[config.mk]
export PLATFORM = sky130hd
export DESIGN_NAME = dvs_regulator_i2c_regs
export DESIGN_NICKNAME = d
export VERILOG_FILES = /design/src/dvs_regs_pkg.sv /design/src/dvs_regulator_i2c_regs.sv
export SDC_FILE = /design/constraint.sdc
export NUM_CORES = 1
export LEC_CHECK = 0
export ABC_AREA = 1
export BUFFER_PORTS_ARGS = -buffer_cell sky130_fd_sc_hd__buf_2
export CORE_MARGIN = 2
export CORE_UTILIZATION = 50
export CTS_BUF_LIST = sky130_fd_sc_hd__clkbuf_8 sky130_fd_sc_hd__clkbuf_16
export CTS_CLUSTER_DIAMETER = 60
export CTS_CLUSTER_SIZE = 30
export DETAILED_ROUTE_END_ITERATION = 12
export PLACE_DENSITY = 0.65
export SLEW_MARGIN = 25
export SYNTH_ARGS = -nofsm -noshare
export SYNTH_HDL_FRONTEND = slang
export SYNTH_SLANG_ARGS = --single-unit
[constraint.sdc]
create_clock -name clk_sys_i -period 3.05 [get_ports clk_sys_i]
set_input_delay 0.1525 -clock clk_sys_i [delete_from_list [all_inputs] [get_ports clk_sys_i]]
set_output_delay 0.1525 -clock clk_sys_i [all_outputs]
set_load 0.02 [all_outputs]
[src/dvs_regs_pkg.sv]
// package: constants and types for the dvs regulator serial register bank
package dvs_regs_pkg;

  // ----------------------------------------
  // slave address and register offsets
  // ----------------------------------------
  localparam logic [6:0] SLAVE_ADDR = 7'h5B; // 8-bit forms B6 write, B7 read
  localparam logic [2:0] OFF_CTRL = 3'h1; // control_and_flags
  localparam logic [2:0] OFF_LVL_LO = 3'h2; // level_code_select_low
  localparam logic [2:0] OFF_LVL_HI = 3'h3; // level_code_select_high

  // ----------------------------------------
  // field positions and defaults
  // ----------------------------------------
  localparam int BIT_REG_ENABLE = 0;
  localparam int BIT_LONG_RAMP = 1;
  localparam int BIT_IN_RANGE = 4;
  localparam int BIT_LOW_INPUT = 5;
  localparam int BIT_OVERHEAT = 6;
  localparam logic [7:0] CTRL_RW_MASK = 8'h0F; // bits 3:0 writable
  localparam logic [7:0] CTRL_DEFAULT = 8'h01; // regulator enabled, short ramp
  localparam logic [7:0] LVL_LO_DEFAULT = 8'h1E;
  localparam logic [7:0] LVL_HI_DEFAULT = 8'h0A;
  localparam logic [7:0] LVL_MAX = 8'hAA; // 170 -> 2.4 V
  localparam int LVL_BASE_MV = 700; // target = 700 mV + 10 mV * code
  localparam int LVL_STEP_MV = 10;

  // ----------------------------------------
  // serial engine states
  // ----------------------------------------
  typedef enum logic [2:0] {
    ST_IDLE = 3'b000,
    ST_ADDR = 3'b001,
    ST_ACK = 3'b010,
    ST_WDATA = 3'b011,
    ST_RDATA = 3'b100,
    ST_RACK = 3'b101
  } ser_state_e;

  // synchronised pin samples, three stages each
  typedef struct packed {
    logic [2:0] scl;
    logic [2:0] sda;
    logic [2:0] en;
    logic [2:0] sel;
  } pin_sync_s;

  // live status inputs from the analog side
  typedef struct packed {
    logic overheat;
    logic low_input;
    logic in_range;
  } status_s;

endpackage : dvs_regs_pkg

[src/dvs_regulator_i2c_regs.sv]
// module: two-wire serial slave with the regulator control register bank
`timescale 1ns/1ps
`default_nettype none
module dvs_regulator_i2c_regs (
  // clock and reset
  input wire logic clk_sys_i,
  input wire logic nrst_i,
  // serial pins, data is open drain
  input wire logic scl_i,
  input wire logic sda_i,
  output logic sda_o,
  output logic sda_oe_o,
  // chip enable and voltage_select_pin
  input wire logic chip_en_i,
  input wire logic voltage_select_pin_i,
  // analog status
  input wire dvs_regs_pkg::status_s status_i,
  // regulator controls
  output logic regulator_on_o,
  output logic long_ramp_bit_o,
  output logic [7:0] level_code_o,
  output logic [11:0] target_mv_o,
  output logic ramped_level_change_o
);
  import dvs_regs_pkg::*;
  // ----------------------------------------
  // state
  // ----------------------------------------
  typedef struct packed {
    pin_sync_s pins;         // three-stage synchronisers
    logic scl_s;             // agreed scl level
    logic sda_s;             // agreed sda level
    logic en_s;              // agreed chip enable level
    logic sel_s;             // agreed select level
    ser_state_e st;          // serial engine state
    logic [3:0] bitn;        // bit counter
    logic [7:0] shreg;       // shift register
    logic [1:0] bytn;        // byte index in write
    logic rd;                // current transfer is a read
    logic [2:0] ptr;         // register pointer
    logic [7:0] ctrl;        // writable bits 3:0
    logic overheat;          // sticky overheat flag
    logic [7:0] lvl_lo;
    logic [7:0] lvl_hi;
    logic sda_oe;
    logic ramp;
    logic [7:0] code;
    logic [11:0] mv;
  } state_s;
  state_s q, d;
  // clamp a code to the top usable value
  function automatic logic [7:0] clamp_code(input logic [7:0] c);
    clamp_code = (c > LVL_MAX) ? LVL_MAX : c;
  endfunction : clamp_code
  // read mux of the register bank
  function automatic logic [7:0] rd_reg(input state_s s, input status_s st);
    rd_reg = 8'h00; // unmapped reads zero
    if (s.ptr == OFF_CTRL)
    begin
      rd_reg = s.ctrl & CTRL_RW_MASK; // bit 7 always zero
      rd_reg[BIT_OVERHEAT] = s.overheat;
      rd_reg[BIT_LOW_INPUT] = st.low_input;
      rd_reg[BIT_IN_RANGE] = st.in_range;
    end
    else if (s.ptr == OFF_LVL_LO)
      rd_reg = s.lvl_lo;
    else if (s.ptr == OFF_LVL_HI)
      rd_reg = s.lvl_hi;
  endfunction : rd_reg
  // ----------------------------------------
  // next-state logic
  // ----------------------------------------
  always_comb
  begin
    logic scl_rise;
    logic scl_fall;
    logic start;
    logic stop;
    logic [7:0] nb;
    logic [7:0] sel_code;
    logic [7:0] rv;
    scl_rise = 1'b0;
    scl_fall = 1'b0;
    start = 1'b0;
    stop = 1'b0;
    nb = 8'h00;
    sel_code = q.sel_s ? q.lvl_hi : q.lvl_lo; // selected code
    rv = rd_reg(q, status_i); // byte a read would send next
    d = q;
    // shift pins in; a change counts when stages 2 and 3 agree
    d.pins.scl = {q.pins.scl[1:0], scl_i};
    d.pins.sda = {q.pins.sda[1:0], sda_i};
    d.pins.en = {q.pins.en[1:0], chip_en_i};
    d.pins.sel = {q.pins.sel[1:0], voltage_select_pin_i};
    if (q.pins.scl[1] == q.pins.scl[2])
      d.scl_s = q.pins.scl[2];
    if (q.pins.sda[1] == q.pins.sda[2])
      d.sda_s = q.pins.sda[2];
    if (q.pins.en[1] == q.pins.en[2])
      d.en_s = q.pins.en[2];
    if (q.pins.sel[1] == q.pins.sel[2])
      d.sel_s = q.pins.sel[2];
    // edges of the agreed levels; scl is a sampled input, not a clock
    scl_rise = d.scl_s & ~q.scl_s;
    scl_fall = ~d.scl_s & q.scl_s;
    start = q.scl_s & d.scl_s & q.sda_s & ~d.sda_s;
    stop = q.scl_s & d.scl_s & ~q.sda_s & d.sda_s;
    d.ramp = 1'b0;
    // overheat is sticky until the bank clears
    if (status_i.overheat)
      d.overheat = 1'b1;
    // serial engine; master owns lines except ack/read bits
    if (start)
    begin
      d.st = ST_ADDR; // repeated start also lands here
      d.bitn = 4'h0;
      d.sda_oe = 1'b0;
    end
    else if (stop)
    begin
      d.st = ST_IDLE;
      d.sda_oe = 1'b0;
    end
    else
    begin
      case (q.st)
        ST_ADDR, ST_WDATA:
        begin
          if (scl_rise)
          begin
            d.shreg = {q.shreg[6:0], q.sda_s};
            d.bitn = q.bitn + 4'h1;
          end
          if (scl_fall && q.bitn == 4'h8)
          begin
            nb = q.shreg;
            d.bitn = 4'h0;
            if (q.st == ST_ADDR)
            begin
              if (nb[7:1] == SLAVE_ADDR)
              begin
                d.rd = nb[0];
                d.bytn = 2'h0;
                d.sda_oe = 1'b1;
                d.st = ST_ACK;
              end
              else
                d.st = ST_IDLE;
            end
            else
            begin
              d.sda_oe = 1'b1; // every byte acked, even unmapped
              d.st = ST_ACK;
              if (q.bytn == 2'h0)
                d.ptr = nb[2:0]; // only three low bits
              else if (q.ptr == OFF_CTRL)
                d.ctrl = nb & CTRL_RW_MASK; // status bits untouched
              else if (q.ptr == OFF_LVL_LO)
              begin
                d.lvl_lo = clamp_code(nb);
                d.ramp = q.ctrl[BIT_REG_ENABLE] & ~q.sel_s;
              end
              else if (q.ptr == OFF_LVL_HI)
              begin
                d.lvl_hi = clamp_code(nb);
                d.ramp = q.ctrl[BIT_REG_ENABLE] & q.sel_s;
              end
              if (q.bytn != 2'h0)
                d.ptr = q.ptr + 3'h1; // later bytes go to the next register
              if (q.bytn != 2'h3)
                d.bytn = q.bytn + 2'h1;
            end
          end
        end
        ST_ACK:
        begin
          if (scl_fall)
          begin
            if (q.rd)
            begin
              d.shreg = rv;
              d.sda_oe = ~rv[7]; // low bit drives
              d.bitn = 4'h1;
              d.st = ST_RDATA;
            end
            else
            begin
              d.sda_oe = 1'b0;
              d.bitn = 4'h0;
              d.st = ST_WDATA;
            end
          end
        end
        ST_RDATA:
        begin
          if (scl_fall)
          begin
            if (q.bitn == 4'h8)
            begin
              d.sda_oe = 1'b0;
              d.st = ST_RACK;
            end
            else
            begin
              d.shreg = {q.shreg[6:0], 1'b0};
              d.sda_oe = ~q.shreg[6];
              d.bitn = q.bitn + 4'h1;
            end
          end
        end
        ST_RACK:
        begin
          // master ack asks for another byte; nack ends the read
          if (scl_rise)
          begin
            if (q.sda_s)
              d.st = ST_IDLE;
            else
            begin
              d.ptr = q.ptr + 3'h1;
              d.st = ST_ACK;
            end
          end
        end
        default:
          d.st = ST_IDLE;
      endcase
    end
    // output target from the selected code
    d.code = sel_code;
    d.mv = 12'(LVL_BASE_MV + LVL_STEP_MV * int'(sel_code));
    if (q.sel_s != d.sel_s && q.ctrl[BIT_REG_ENABLE])
      d.ramp = 1'b1; // pin flip also moves the target
    // chip enable: low holds zero, rising edge loads defaults
    if (!q.en_s)
    begin
      d.ctrl = 8'h00;
      d.lvl_lo = 8'h00;
      d.lvl_hi = 8'h00;
      d.overheat = 1'b0;
      d.st = ST_IDLE;
      d.sda_oe = 1'b0;
      d.ramp = 1'b0;
      if (d.en_s)
      begin
        d.ctrl = CTRL_DEFAULT;
        d.lvl_lo = LVL_LO_DEFAULT;
        d.lvl_hi = LVL_HI_DEFAULT;
      end
    end
  end
  // ----------------------------------------
  // state register
  // ----------------------------------------
  always_ff @(posedge clk_sys_i or negedge nrst_i)
  begin
    if (!nrst_i)
    begin
      q <= '0;
      q.pins <= '{scl: 3'b111, sda: 3'b111, en: 3'b000, sel: 3'b000}; // idle lines high
      q.scl_s <= 1'b1;
      q.sda_s <= 1'b1;
    end
    else
      q <= d;
  end
  // ----------------------------------------
  // outputs from flops, except sda_o tied low
  // ----------------------------------------
  assign sda_o = 1'b0;
  assign sda_oe_o = q.sda_oe;
  assign regulator_on_o = q.ctrl[BIT_REG_ENABLE];
  assign long_ramp_bit_o = q.ctrl[BIT_LONG_RAMP];
  assign level_code_o = q.code;
  assign target_mv_o = q.mv;
  assign ramped_level_change_o = q.ramp;
endmodule : dvs_regulator_i2c_regs
`default_nettype wire

==> out/metrics.csv <==
metric,value,unit
cts.path.max_buffers,2,
clock_skew,0.01062,ns
period_share,0.8919,
slew_headroom,0.5397,
clkSinkCount,78,
die_h,98.24,um
worst_pin_slew,0.6904,ns
area_growth_syn_to_layout,9.017,%
drt-initial-drc-count,233,
start_kind,register,
rsz0062_at_grt,false,
num-fill-cells,810,
num_vias,3666,
met3WireLength,458,um
drive_above_1_share,0.1289,
holdWs,0.02158,ns
critical_path_arrival,2.98,ns
start_util,0.5117,
syn_area,4441,um2
hold_violations,0,
cp-end-kind,register,
grt_max_degree,79,
fp-row-count,34,
ff2ff_setup_slack,0.33,ns
grt_usage,0.2214,
drc,0,
postRouteAntennaNets,0,
netlist_instances,584,
fin_nets,639,
coreArea,8678,um2
critical_path_buf_inv_count,4,
top_layer_used,met4,
min_path_type,primary input to register,
drt-total-wl,9899,um
ioPinCount,34,
drt_first_pass_iters,6,
wl_met1,4508,um
synthTopCellsByArea,"dfrtp_1 39%, nand2_1 20%, ha_1 5.9%, dfstp_2 4.7%, nand3_1 4.7%",
cp_data_required_time,3.31,ns
grt_pass1_wl,17230,um
p_int,0.001739,W
synth_top_area_frac,0.3945,
dieArea,9651,um2
worst_ir_drop_vdd,299.3,uV
cts_made_buffers,9,
root_buffer,clkbuf_8,
powerDensity,542.6,nW/um2
p_leak,2.616,nW
swShare,0.3380,
route.met2.wl,4793,um
critical-path-top-delay-family,simple AND/OR/NAND/NOR gates,
dp_hpwl,7222,um
finalCriticalPeriod,2.720,ns
overflow,0,
cap_violations,0,
outcome,"complete, no violations",
crit_slowest_cell,dfrtp_2,
fmax,367.6,MHz
ys_types,34,
cts_tree,done,
finalPower,0.002626,W
drv_slew,0,
worstPathMaxFanout,11,
setup_violations,0,
synth-seq-cells,78,
slowest_delay,0.48,ns
ys_seq_area_frac,0.4418,
crit_type,register to register,
diodes,0,
crit_path_cell_trace,clkinv_1 > nand2_1 > and2_1 > inv_1 > ha_1 > ha_1 > inv_1 > fa_1 > inv_1 > nand3_1 > nand2_1 > nand2_1 > nand2_1 > nand2_1 > nand2_1 > nand2_1 > nand2_1 > nand2_1,
place_congestion,0.8919,
switchingPower,0.0008877,W
vias_per_cell,5.085,
clkTransAtPathRegs,0.09,ns
antenna_found_initial,0,
avgRoutedWirePerCell,13.73,um
htree_levels,3,
fp.dieW,98.24,um
ys_warn_count,0,
p_seq_frac,0.483,
cpMostUsedCell,nand2_1,
numPortBuffers,31,
avgSynthCellArea,7.604,um2
pwr-share-clk,0.308,
synth_area_leader_cell,dfrtp_1,
fin_setup_tns,0,ns
clkLatencyLatePin,0.36,ns
comb_power_share,0.209,
grt_pass1_vias,3616,
-- routing by layer --
layer  track usage  up-vias
li1              -     1871
met1        0.2917     1692
met2        0.3714       87
met3       0.04295       16
met4       0.06955        0
met5             0        -
-- flip-flops by register name (all words and copies together), names as in the netlist --
| register | cells |
|---|---|
| target_mv_o | 10 |
| long_ramp_bit_o | 1 |
| ramped_level_change_o | 1 |
| regulator_on_o | 1 |
| d | 8 |
| level_code_o | 8 |
| q | 48 |
| sda_oe_o | 1 |
-- power groups by stage --
stage | clock (W) | combinational (W) | sequential, W
after global placement | 0 | 0.000531 | 0.00129
after floorplan | 0 | 0.000457 | 0.00125
after detailed placement | 0 | 0.000545 | 0.00129
after global routing | 0.000874 | 0.000627 | 0.00128
final | 0.000808 | 0.000550 | 0.00127
after CTS | 0.000832 | 0.000552 | 0.00127
-- cells in the mapped netlist --
cell type	number
fa_1	1
nor2_2	1
nand2_1	232
nand2_2	6
dfrtp_1	70
and2_1	1
o21a_1	1
clkbuf_1	2
clkinv_1	1
nor3_1	7
nor2_4	5
xnor2_1	4
o21bai_1	1
nand3b_1	2
buf_2	4
a21oi_4	1
xor2_1	3
inv_2	5
maj3_1	1
nand2b_1	1
nand2_4	1
o211ai_1	7
or2_1	1
nand3_1	42
buf_4	21
nand4_1	11
a21oi_1	12
ha_1	21
o21ai_0	18
nor2_1	38
conb_1	1
o21ai_1	3
inv_1	51
dfstp_2	8
-- cell usage in the layout (no fill, tap or decap), drive strengths merged, types with 8 or more instances in the layout --
cell type / count
buf: 34
nand4: 11
a21oi: 13
nor2: 44
nand2: 239
clkbuf: 9
dfstp: 8
nand3: 42
inv: 59
ha: 21
dfrtp: 70
o21ai: 21
-- logic make-up (layout without fill, tap and decap cells) --
group	count (synthesis)	in the layout	share of synthesized area
buffers and inverters	84	112	0.08988
adder cells (fa/ha/maj)	23	23	0.06593
flip-flops	78	78	0.4418
XOR/XNOR	7	7	0.01381
other	1	2	0.0008445
AND/OR/NAND/NOR	348	348	0.3316
AO/OA/AOI/OAI	43	43	0.05607
-- final cells by class --
class | count | area [um2] | area share
Inverter | 57 | 214.0 | 0.04420
Multi-Input combinational cell | 423 | 2091 | 0.4319
Timing Repair Buffer | 39 | 234.0 | 0.04833
Clock buffer | 9 | 123.9 | 0.02559
Clock inverter | 7 | 80.08 | 0.01654
Sequential cell | 78 | 1963 | 0.4055
Tap cell | 108 | 135.1 | 0.02791
-- worst min-delay path, cell delays in order --
cell,delay (ns)
buf_2,0.08
nor2_1,0.03
nor2_1,0.08
-- stage by stage --
| stage | cell area, um2 | instances | worst slack [ns] | util |
|---|---|---|---|---|
| after floorplan | 4444 | 585 | 0.5079 | - |
| after global placement | 4574 | 700 | 0.2955 | 0.5271 |
| after detailed placement | 4574 | 700 | 0.1967 | 0.5271 |
| after CTS | 4828 | 721 | 0.1806 | 0.5564 |
| after global routing | 4841 | 721 | 0.03586 | 0.5578 |
| final | 4841 | 721 | 0.3297 | 0.5578 |
-- final timing paths --
path | start | end | cells past startpoint
min in group asynchronous | nrst_i | level_code_o[0] | 2
setup reg to reg | q[68] | target_mv_o[11] | 18
max in group asynchronous | nrst_i | q[68] | 2
hold / removal | status_i[2] | q[38] | 3
hold reg to reg | d[76] | d[77] | 0
setup / recovery | q[68] | target_mv_o[11] | 18
-- repair_timing --
item | 4_1_cts | 5_1_grt
resized for setup | 0 | 2
setup endpoints to repair | 0 | 3
endpoints found under the hold margin | 68 | 0
hold buffers | 5 | 0
setup buffers | 0 | 0
Power figures use the tool's default switching activity.
